`config.mk`:
```
export PLATFORM = sky130hd
export DESIGN_NAME = pdc_top
export DESIGN_NICKNAME = d
export VERILOG_FILES = /design/src/rtl/pdc_pkg.sv /design/src/rtl/pdc_top.sv /design/src/rtl/pdc_clk_div.sv /design/src/rtl/pdc_settle_timer.sv
export VERILOG_INCLUDE_DIRS = /design/src /design/src/rtl
export SDC_FILE = /design/constraint.sdc
export NUM_CORES = 1
export LEC_CHECK = 0
export BUFFER_PORTS_ARGS = -buffer_cell sky130_fd_sc_hd__buf_2
export CAP_MARGIN = 10
export CORE_ASPECT_RATIO = 0.7
export CORE_MARGIN = 2
export CORE_UTILIZATION = 49
export CTS_CLUSTER_DIAMETER = 60
export DETAILED_ROUTE_END_ITERATION = 6
export PLACE_DENSITY = 0.73
export SKIP_LAST_GASP = 1
export SLEW_MARGIN = 30
export SYNTH_ARGS = -nofsm -noshare
export SYNTH_HDL_FRONTEND = slang
export SYNTH_HIERARCHICAL = 1
export SYNTH_SLANG_ARGS = --single-unit
```
`constraint.sdc`:
```
create_clock -name hclk -period 2.85 [get_ports hclk]
set_input_delay 0.4275 -clock hclk [delete_from_list [all_inputs] [get_ports hclk]]
set_output_delay 0.4275 -clock hclk [all_outputs]
set_load 0.02 [all_outputs]
```
`src/rtl/pdc_defines.svh`:
```
`ifndef PDC_DEFINES_SVH
`define PDC_DEFINES_SVH

// ==========================================================
// register indices (byte address is four times the index)
`define PDC_IDX_STANDBY_CONTROL      18'h0ff38
`define PDC_IDX_SYSTEM_CLOCK_CONTROL 18'h0ff3a
`define PDC_IDX_HALT_HIGH            18'h0ff3c
`define PDC_IDX_HALT_LOW             18'h0ff3d

// ==========================================================
// reset values
`define PDC_RST_STANDBY_CONTROL      8'h08
`define PDC_RST_SYSTEM_CLOCK_CONTROL 8'h00
`define PDC_RST_HALT_HIGH            8'h3f
`define PDC_RST_HALT_LOW             8'hff

// ==========================================================
// field positions
`define PDC_SBY_SELECT_BIT 7
`define PDC_SBY_STS_MSB    6
`define PDC_SBY_STS_LSB    4
`define PDC_SBY_OPE_BIT    3
`define PDC_SCK_SEL_MSB    2
`define PDC_SCK_KEEP_MSB   7
`define PDC_SCK_KEEP_LSB   6

// ==========================================================
// settle lengths in system clock states
`define PDC_SETTLE_STATES_0 19'd8192
`define PDC_SETTLE_STATES_1 19'd16384
`define PDC_SETTLE_STATES_2 19'd32768
`define PDC_SETTLE_STATES_3 19'd65536
`define PDC_SETTLE_STATES_4 19'd131072
`define PDC_SETTLE_STATES_5 19'd262144
`define PDC_SETTLE_STATES_7 19'd16

// ==========================================================
// misc
`define PDC_DIV_STAGES       5
`define PDC_HALT_RESET_MASK  16'h02e0
`define PDC_HSIZE_WORD       3'h2

`endif

```
`src/rtl/pdc_pkg.sv`:
```
`include "pdc_defines.svh"

package pdc_pkg;

    // ======================================================
    // modes
    typedef enum logic [1:0] {
        PDC_RUN    = 2'b00,
        PDC_SLEEP  = 2'b01,
        PDC_SSTBY  = 2'b10,
        PDC_SETTLE = 2'b11
    } pdc_mode_t;

    // ======================================================
    // carriers
    typedef struct packed {
        logic        cpu_en;
        logic        master_en;
        logic        osc_run;
        logic [15:0] module_en;
        logic [15:0] module_rst;
    } pdc_clk_ctrl_t;

    typedef struct packed {
        logic float_en;
        logic hold_en;
    } pdc_bus_pin_ctrl_t;

    // ======================================================
    // module states
    typedef struct packed {
        logic [`PDC_DIV_STAGES-1:0] cnt;
        logic [`PDC_DIV_STAGES-1:0] level;
    } pdc_div_state_t;

    typedef struct packed {
        logic        busy;
        logic        done;
        logic [18:0] cnt;
    } pdc_timer_state_t;

    typedef struct packed {
        pdc_mode_t         mode;
        logic              deep_standby_select;
        logic [2:0]        sts;
        logic              bus_output_hold_enable;
        logic [1:0]        sck_keep;
        logic [2:0]        sck;
        logic [15:0]       mstp;
        logic [2:0]        act_sck;
        logic [15:0]       act_mstp;
        logic              dp_valid;
        logic              dp_wr;
        logic [1:0]        dp_sel;
        logic [31:0]       rdata;
        logic [1:0]        hws;
        logic [1:0]        oscs;
        logic              duty_on;
        logic              settle_start;
        pdc_clk_ctrl_t     clk;
        pdc_bus_pin_ctrl_t pins;
    } pdc_state_t;

endpackage

```
`src/rtl/pdc_top.sv`:
```
// Our own choice: the AHB-Lite register port.
`timescale 1ns/1ps
`default_nettype none
`include "pdc_defines.svh"

module pdc_top #(
    parameter int          ADDR_W   = 20,
    parameter logic [18:0] SETTLE_0 = `PDC_SETTLE_STATES_0,
    parameter logic [18:0] SETTLE_1 = `PDC_SETTLE_STATES_1,
    parameter logic [18:0] SETTLE_2 = `PDC_SETTLE_STATES_2,
    parameter logic [18:0] SETTLE_3 = `PDC_SETTLE_STATES_3,
    parameter logic [18:0] SETTLE_4 = `PDC_SETTLE_STATES_4,
    parameter logic [18:0] SETTLE_5 = `PDC_SETTLE_STATES_5
) (
    input  wire logic                  hclk,
    input  wire logic                  hresetn,
    input  wire logic                  hsel,
    input  wire logic [ADDR_W-1:0]     haddr,
    input  wire logic [1:0]            htrans,
    input  wire logic                  hwrite,
    input  wire logic [2:0]            hsize,
    input  wire logic [31:0]           hwdata,
    input  wire logic                  hready,
    output logic [31:0]                hrdata,
    output logic                       hreadyout,
    output logic                       hresp,
    input  wire logic                  sleep_req,
    input  wire logic                  irq_any,
    input  wire logic                  ext_irq,
    input  wire logic                  bus_cycle_end,
    input  wire logic                  hw_standby_n,
    input  wire logic                  osc_fast,
    output pdc_pkg::pdc_clk_ctrl_t     clk_ctrl,
    output pdc_pkg::pdc_bus_pin_ctrl_t bus_pins,
    output logic [2:0]                 master_clk_sel,
    output logic                       duty_adjust_on,
    output pdc_pkg::pdc_mode_t         mode
);
    import pdc_pkg::*;

    // ======================================================
    // state and helpers
    pdc_state_t                  s;
    pdc_state_t                  next_s;
    logic [`PDC_DIV_STAGES-1:0]  div_tick;
    logic [18:0]                 settle_len;
    logic                        settle_done;
    logic [ADDR_W-3:0]           idx;
    logic                        hit;
    logic [1:0]                  hit_sel;
    logic                        master_tick;
    logic                        hw_stby;
    logic                        alive;
    logic                        gated;

    localparam logic [1:0] SEL_SBY = 2'h0;
    localparam logic [1:0] SEL_SCK = 2'h1;
    localparam logic [1:0] SEL_HI  = 2'h2;
    localparam logic [1:0] SEL_LO  = 2'h3;

    // ======================================================
    // sub blocks
    pdc_clk_div #(
        .STAGES (`PDC_DIV_STAGES)
    ) u_div (
        .hclk      (hclk),
        .hresetn   (hresetn),
        .div_tick  (div_tick),
        .div_level ()
    );

    pdc_settle_timer u_settle (
        .hclk    (hclk),
        .hresetn (hresetn),
        .start   (s.settle_start),
        .load    (settle_len),
        .busy    (),
        .done    (settle_done)
    );

    // ======================================================
    // settle length
    // settle length table
    always_comb begin
        unique case (s.sts)
            3'h0: settle_len = SETTLE_0;
            3'h1: settle_len = SETTLE_1;
            3'h2: settle_len = SETTLE_2;
            3'h3: settle_len = SETTLE_3;
            3'h4: settle_len = SETTLE_4;
            3'h5: settle_len = SETTLE_5;
            // reserved code waits the longest, the safe side
            3'h6: settle_len = SETTLE_5;
            3'h7: settle_len = `PDC_SETTLE_STATES_7;
        endcase
    end

    // ======================================================
    // address decode
    assign idx = haddr[ADDR_W-1:2];

    always_comb begin
        hit     = 1'b1;
        hit_sel = SEL_SBY;
        if (idx == (ADDR_W-2)'(`PDC_IDX_STANDBY_CONTROL)) begin
            hit_sel = SEL_SBY;
        end else if (idx == (ADDR_W-2)'(`PDC_IDX_SYSTEM_CLOCK_CONTROL)) begin
            hit_sel = SEL_SCK;
        end else if (idx == (ADDR_W-2)'(`PDC_IDX_HALT_HIGH)) begin
            hit_sel = SEL_HI;
        end else if (idx == (ADDR_W-2)'(`PDC_IDX_HALT_LOW)) begin
            hit_sel = SEL_LO;
        end else begin
            hit = 1'b0;
        end
    end

    // ======================================================
    // master clock pick
    // select divided or full clock
    always_comb begin
        unique case (s.act_sck)
            3'h1, 3'h2, 3'h3, 3'h4, 3'h5: master_tick = div_tick[s.act_sck - 3'h1];
            3'h0, 3'h6, 3'h7:             master_tick = 1'b1;
        endcase
    end

    assign hw_stby = s.hws[1];

    // ======================================================
    // next state
    always_comb begin
        next_s              = s;
        next_s.settle_start = 1'b0;
        // pin inputs pass two flops before use
        next_s.hws          = {s.hws[0], ~hw_standby_n};
        next_s.oscs         = {s.oscs[0], osc_fast};
        next_s.duty_on      = s.oscs[1];

        // data phase write; cpu is halted outside run
        // no writes while in standby
        if (s.dp_valid && s.dp_wr && s.mode == PDC_RUN) begin
            unique case (s.dp_sel)
                SEL_SBY: begin
                    next_s.deep_standby_select = hwdata[`PDC_SBY_SELECT_BIT];
                    next_s.sts  = hwdata[`PDC_SBY_STS_MSB:`PDC_SBY_STS_LSB];
                    next_s.bus_output_hold_enable  = hwdata[`PDC_SBY_OPE_BIT];
                end
                SEL_SCK: begin
                    next_s.sck_keep = hwdata[`PDC_SCK_KEEP_MSB:`PDC_SCK_KEEP_LSB];
                    next_s.sck      = hwdata[`PDC_SCK_SEL_MSB:0];
                end
                SEL_HI: next_s.mstp[15:8] = hwdata[7:0];
                SEL_LO: next_s.mstp[7:0]  = hwdata[7:0];
            endcase
        end

        // address phase capture
        next_s.dp_valid = hsel && htrans[1] && hready && hit && (hsize == `PDC_HSIZE_WORD);
        next_s.dp_wr    = hwrite;
        next_s.dp_sel   = hit_sel;

        // select applies at bus cycle end
        // halt bits apply at bus cycle end
        if (bus_cycle_end) begin
            next_s.act_sck  = s.sck;
            next_s.act_mstp = s.mstp;
        end

        // mode machine, independent of divide and halt
        unique case (s.mode)
            PDC_RUN: begin
                if (sleep_req) begin
                    next_s.mode = s.deep_standby_select ? PDC_SSTBY : PDC_SLEEP;
                end
            end
            PDC_SLEEP: begin
                if (irq_any) begin
                    next_s.mode = PDC_RUN;
                end
            end
            PDC_SSTBY: begin
                if (ext_irq) begin
                    next_s.mode         = PDC_SETTLE;
                    next_s.settle_start = 1'b1;
                end
            end
            PDC_SETTLE: begin
                if (settle_done) begin
                    next_s.mode = PDC_RUN;
                end
            end
        endcase

        if (hw_stby) begin
            next_s.mode         = PDC_RUN;
            next_s.deep_standby_select         = 1'(`PDC_RST_STANDBY_CONTROL >> `PDC_SBY_SELECT_BIT);
            next_s.sts          = 3'h0;
            next_s.bus_output_hold_enable          = 1'b1;
            next_s.sck_keep     = 2'h0;
            next_s.sck          = 3'(`PDC_RST_SYSTEM_CLOCK_CONTROL);
            next_s.mstp         = {`PDC_RST_HALT_HIGH, `PDC_RST_HALT_LOW};
            next_s.act_sck      = 3'h0;
            next_s.act_mstp     = {`PDC_RST_HALT_HIGH, `PDC_RST_HALT_LOW};
            next_s.settle_start = 1'b0;
        end

        // read data from the updated copy, so a read right after
        // a write returns the new value
        // unused bits read zero
        next_s.rdata = 32'h0;
        if (hsel && htrans[1] && hready && hit && !hwrite) begin
            unique case (hit_sel)
                SEL_SBY: next_s.rdata[7:0] = {next_s.deep_standby_select, next_s.sts, next_s.bus_output_hold_enable, 3'h0};
                SEL_SCK: next_s.rdata[7:0] = {next_s.sck_keep, 3'h0, next_s.sck};
                SEL_HI:  next_s.rdata[7:0] = next_s.mstp[15:8];
                SEL_LO:  next_s.rdata[7:0] = next_s.mstp[7:0];
            endcase
        end
    end

    // ======================================================
    // clock and pin controls, from next state
    always_comb begin
        alive = !hw_stby && (next_s.mode == PDC_RUN || next_s.mode == PDC_SLEEP);
        gated = next_s.mode == PDC_SSTBY || next_s.mode == PDC_SETTLE || hw_stby;
    end

    // ======================================================
    // registers
    always_ff @(posedge hclk or negedge hresetn) begin
        if (!hresetn) begin
            s.mode          <= PDC_RUN;
            s.deep_standby_select          <= 1'b0;
            s.sts           <= 3'h0;
            s.bus_output_hold_enable           <= 1'b1;
            s.sck_keep      <= 2'h0;
            s.sck           <= 3'h0;
            s.mstp          <= {`PDC_RST_HALT_HIGH, `PDC_RST_HALT_LOW};
            s.act_sck       <= 3'h0;
            s.act_mstp      <= {`PDC_RST_HALT_HIGH, `PDC_RST_HALT_LOW};
            s.dp_valid      <= 1'b0;
            s.dp_wr         <= 1'b0;
            s.dp_sel        <= 2'h0;
            s.rdata         <= 32'h0;
            s.hws           <= 2'h0;
            s.oscs          <= 2'h0;
            s.duty_on       <= 1'b0;
            s.settle_start  <= 1'b0;
            s.clk.cpu_en    <= 1'b1;
            s.clk.master_en <= 1'b1;
            s.clk.osc_run   <= 1'b1;
            s.clk.module_en <= ~{`PDC_RST_HALT_HIGH, `PDC_RST_HALT_LOW};
            s.clk.module_rst <= `PDC_HALT_RESET_MASK;
            s.pins          <= '0;
        end else begin
            s.mode         <= next_s.mode;
            s.deep_standby_select         <= next_s.deep_standby_select;
            s.sts          <= next_s.sts;
            s.bus_output_hold_enable          <= next_s.bus_output_hold_enable;
            s.sck_keep     <= next_s.sck_keep;
            s.sck          <= next_s.sck;
            s.mstp         <= next_s.mstp;
            s.act_sck      <= next_s.act_sck;
            s.act_mstp     <= next_s.act_mstp;
            s.dp_valid     <= next_s.dp_valid;
            s.dp_wr        <= next_s.dp_wr;
            s.dp_sel       <= next_s.dp_sel;
            s.rdata        <= next_s.rdata;
            s.hws          <= next_s.hws;
            s.oscs         <= next_s.oscs;
            s.duty_on      <= next_s.duty_on;
            s.settle_start <= next_s.settle_start;
            // cpu and masters on divided tick
            // cpu halts in sleep, registers kept
            s.clk.cpu_en    <= !hw_stby && next_s.mode == PDC_RUN && master_tick;
            s.clk.master_en <= alive && master_tick;
            s.clk.osc_run   <= !hw_stby && next_s.mode != PDC_SSTBY;
            // halted modules lose their clock; those in the reset mask are also held in reset
            s.clk.module_en <= {16{alive}} & ~next_s.act_mstp;
            // serial and converter reset when halted
            s.clk.module_rst <= `PDC_HALT_RESET_MASK & (next_s.act_mstp | {16{gated}});
            // float or hold bus pins in standby
            s.pins.float_en <= hw_stby || (next_s.mode == PDC_SSTBY && !next_s.bus_output_hold_enable);
            s.pins.hold_en  <= !hw_stby && next_s.mode == PDC_SSTBY && next_s.bus_output_hold_enable;
        end
    end

    // ======================================================
    // outputs
    assign hrdata         = s.rdata;
    // zero wait state slave, always okay
    assign hreadyout      = 1'b1;
    assign hresp          = 1'b0;
    assign clk_ctrl       = s.clk;
    assign bus_pins       = s.pins;
    assign master_clk_sel = s.act_sck;
    assign duty_adjust_on = s.duty_on;
    assign mode           = s.mode;

endmodule
`default_nettype wire

```
`src/rtl/pdc_clk_div.sv`:
```
`timescale 1ns/1ps
`default_nettype none
`include "pdc_defines.svh"

module pdc_clk_div #(
    parameter int STAGES = `PDC_DIV_STAGES
) (
    input  wire logic              hclk,
    input  wire logic              hresetn,
    output logic [STAGES-1:0]      div_tick,
    output logic [STAGES-1:0]      div_level
);
    import pdc_pkg::*;

    pdc_div_state_t s;
    pdc_div_state_t next_s;

    always_comb begin
        next_s       = s;
        next_s.cnt   = s.cnt + 1'b1;
        next_s.level = next_s.cnt;
    end

    for (genvar k = 0; k < STAGES; k++) begin : g_tick
        assign div_tick[k] = &s.cnt[k:0];
    end

    assign div_level = s.level;

    always_ff @(posedge hclk or negedge hresetn) begin
        if (!hresetn) begin
            s <= '0;
        end else begin
            s <= next_s;
        end
    end
endmodule
`default_nettype wire

```
`src/rtl/pdc_settle_timer.sv`:
```
`timescale 1ns/1ps
`default_nettype none

module pdc_settle_timer (
    input  wire logic        hclk,
    input  wire logic        hresetn,
    input  wire logic        start,
    input  wire logic [18:0] load,
    output logic             busy,
    output logic             done
);
    import pdc_pkg::*;

    pdc_timer_state_t s;
    pdc_timer_state_t next_s;

    always_comb begin
        next_s      = s;
        next_s.done = 1'b0;
        if (start) begin
            next_s.busy = 1'b1;
            next_s.cnt  = load - 19'd1;
        end else if (s.busy) begin
            if (s.cnt == 19'd0) begin
                next_s.busy = 1'b0;
                next_s.done = 1'b1;
            end else begin
                next_s.cnt = s.cnt - 19'd1;
            end
        end
    end

    assign busy = s.busy;
    assign done = s.done;

    always_ff @(posedge hclk or negedge hresetn) begin
        if (!hresetn) begin
            s <= '0;
        end else begin
            s <= next_s;
        end
    end
endmodule
`default_nettype wire

```
==> metrics.txt <==
outcome=finished clean; sequential area share after synthesis=about 46%; async set or reset register ratio after synthesis=100.0%; Core Region=13010 sq um; DRC errors left=0; Critical Path Max Stage Delay=around 0.58 ns; I/O Buffers=between 70 and 80; biggest fanout along the worst timing path=5; Slew HR=52.51%; final core occ=between 50% and 60%; Mapped Cells=650; initial DRC count=417; Post-CTS Setup Inserts=0; wire per inst=15.61 microns; pwr/cell area=roughly 570 nW/um^2; FF-to-FF End=u_settle/s[14]; global route total overflow=0; CTS sink cnt=116; CP Class=reg2reg; Internal=between 3 and 4 mW; Antenna Nets Post-Route=0; Worst-path clk slew=approximately 0.06 ns; Reg2Reg Setup Slack=roughly 0.12 ns; CP Cell Sequence=ha_1 -> and2_1 -> or4b_4 -> or4_4 -> or4_4 -> xor2_1 -> a21oi_1; Worst EP required=between 3 and 4 ns; via/cell ratio=5.278; vias in the first global route=4643; Setup TNS=0 ns; CTS tree=yes; Peak Freq=366.3 MHz; final setup fails=0; Die Area=14100 sq um; Period minus WS final=about 2.7 ns; Avg Inst Size Synth=approximately 10 sq um; synth unique cells=just under 70; Layout area overhead=13.77%; Seq. cell area=approximately 3000 sq um; Leakage=3.513 nW; initial antenna violation count=1; sequential share of power=42.3%; final-layout fill cell count=1114; largest net degree at the start of global routing=49; RSZ-0062 raised after global routing=false; worst clock skew=0.009895 ns; post-DP HPWL=10270 microns; num ports=145; Worst Max-Slew Pin Slew=a little over 0.7 ns; Clk network pwr share=47.7%; clock root buffer=clkbuf_16; hold buffers post-CTS=0; CP arrival=a little over 3 ns; gpl congestion=0.8927; Psw=1.097 mW; Pre-Repair DR Iteration Count=5; CP endpoint kind=flip-flop; H-Tree Depth=4; #FFs+latches synth=between 100 and 150; DIE HEIGHT=roughly 100 microns; clock buffer depth=2; vias=about 4900; Multi-input gate area=approximately 3000 sq um; CP Launch Type=flip-flop; Detailed Route WL=14360 microns; crit-path most repeated cell=or4_4; Final Hold Violating Endpoints=0; GRT Util Overall=a little over a fifth; Die Width=141.1 microns; Hold Path Class=in2async; Sw Share=between 20% and 30%; Max Slew Vio Count=0; layout cells sized above 1=approximately a quarter; Starting Density=roughly half; combinational fraction of design power=between 10% and 20%; Mapped Area=between 6000 and 7000 sq um; Final #Nets=slightly above 800; r2r worst-path depth=7; CTS resizes=0; worst reg2reg startpoint=s[120]; Max-Cap Viols=0; clock latency on the worst-skew pair=between 0.4 and 0.5 ns; Final period util=between 90% and 100%; FP Rows=35; TritonCTS Buffers=17; synth warn=6; Peak supply drop=0.4412 mV; Main synth FF type=dfrtp_1; first-pass GRT wire length=23700 microns; number of synthesized flops with an enable pin=0; slowest CP cell=or4b_4
[registers in the layout, summed over array words and instances (netlist names)]
register        count
u_div/s             4
u_settle/done       1
duty_adjust_on      1
bus_pins            2
next_s              3
master_clk_sel      3
hrdata              8
clk_ctrl           23
hw_stby             1
u_div/div_tick      1
mode                2
s                  47
u_settle/busy       1
u_settle/s         19
[worst max path at each step]
stage / from / endpoint
2_1_floorplan: s[120] / u_settle/s[14]
3_3_place_gp: s[120] / u_settle/s[14]
3_5_place_dp: s[120] / u_settle/s[14]
4_1_cts: s[120] / u_settle/s[14]
5_1_grt: s[120] / u_settle/s[14]
6_report: s[120] / u_settle/s[14]
[layout make-up]
cell class              instances  share of cell area, %
diodes                          1                0.03414
clock buffers                  20                  6.093
clock inverters                12                  1.451
inverters                      25                  1.280
multi-input cells             490                  41.34
flip-flops and latches        116                  40.25
well taps                     166                  2.833
repair buffers                 90                  6.725
[logic make-up (layout without fill, tap and decap cells)]
kind of cell,Yosys count,in the layout,share of synthesized area (%)
xor gates and xnor gates,24,24,3.262
other,2,90,0.1165
muxes,35,35,5.825
DFF,116,116,45.79
and+or+nand+nor,226,226,19.30
adders and majority gates,11,11,2.136
buffers and inverters,131,147,12.25
AOI/OAI and AO/OA,105,105,11.32
[metal layers]
| layer | track usage, % | vias up | wire length, microns |
|---|---|---|---|
| li1 | - | 2316 | - |
| met1 | 31.38 | 2313 | 6972 |
| met2 | 30.99 | 214 | 6108 |
| met3 | 6.202 | 13 | 1119 |
| met4 | 7.154 | 0 | 159 |
| met5 | 0 | - | 0 |
[through the flow]
stage / total power, mW / setup slack (ns) / cell area [sq um] / hold WS [ns] / cells
global route: 4.323 / 0.05115 / 7328 / 0.06730 / 919
CTS: 4.191 / 0.1198 / 7328 / 0.04044 / 919
detailed placement: 2.193 / 0.1494 / 6775 / 0.3347 / 887
global placement: 2.175 / 0.1584 / 6775 / 0.3326 / 887
floorplan: 2.094 / 0.2404 / 6770 / 0.1319 / 737
finish: 4.157 / 0.1199 / 7331 / 0.02020 / 920
[power by group through the flow]
stage | Combinational, mW | Clock [mW] | Sequential, mW
6_report | 0.418 | 1.98 | 1.76
5_1_grt | 0.467 | 2.09 | 1.76
4_1_cts | 0.412 | 2.02 | 1.76
3_5_place_dp | 0.410 | 0 | 1.78
3_3_place_gp | 0.398 | 0 | 1.78
2_1_floorplan | 0.327 | 0 | 1.77
[synthesized netlist by cell type, types with 5 or more instances]
| cell | instances | area share (%) |
|---|---|---|
| ha_1 | 11 | 2.1 |
| nand3_1 | 26 | 2.0 |
| and3_1 | 7 | 0.68 |
| dfstp_2 | 38 | 15 |
| a31oi_1 | 7 | 0.68 |
| o31ai_1 | 6 | 0.70 |
| nor2_1 | 44 | 2.6 |
| o21ai_0 | 24 | 1.9 |
| xor2_1 | 13 | 1.8 |
| and2_1 | 8 | 0.78 |
| or4_1 | 10 | 1.2 |
| buf_4 | 77 | 9.0 |
| o2111ai_1 | 6 | 0.82 |
| xnor2_1 | 11 | 1.5 |
| dfrtp_1 | 78 | 30 |
| a211o_1 | 5 | 0.68 |
| or2_2 | 8 | 0.78 |
| o211a_1 | 5 | 0.78 |
| inv_1 | 24 | 1.4 |
| nor4_1 | 5 | 0.49 |
| nor3_1 | 24 | 1.9 |
| nor2b_1 | 10 | 0.97 |
| nand2b_1 | 5 | 0.49 |
| mux2i_1 | 33 | 5.1 |
| nand2_1 | 48 | 2.8 |
| buf_2 | 7 | 0.54 |
| clkbuf_1 | 18 | 1.0 |
| a21oi_1 | 18 | 1.4 |
[placed cells by master (no fill, tap or decap), types with 6 or more instances in the layout]
cell,instances
conb_1,89
dfrtp_1,78
buf_2,78
nand2_1,48
nor2_1,44
dfstp_2,38
mux2i_1,33
nand3_1,26
inv_1,24
nor3_1,24
o21ai_0,24
a21oi_1,18
clkbuf_16,17
xor2_1,13
xnor2_1,11
ha_1,11
buf_4,11
nor2b_1,10
or4_1,10
or2_2,8
and2_1,8
and3_1,7
a31oi_1,7
o2111ai_1,6
o31ai_1,6
[critical path: cells and delay by family, from the launching register on]
kind | cells | cell delay (ns)
xor gates and xnor gates | 1 | 0.15
AOI/OAI and AO/OA | 1 | 0.13
DFF | 1 | 0.41
and+or+nand+nor | 4 | 1.74
adders and majority gates | 1 | 0.22
(Power assumes the default switching activity.)
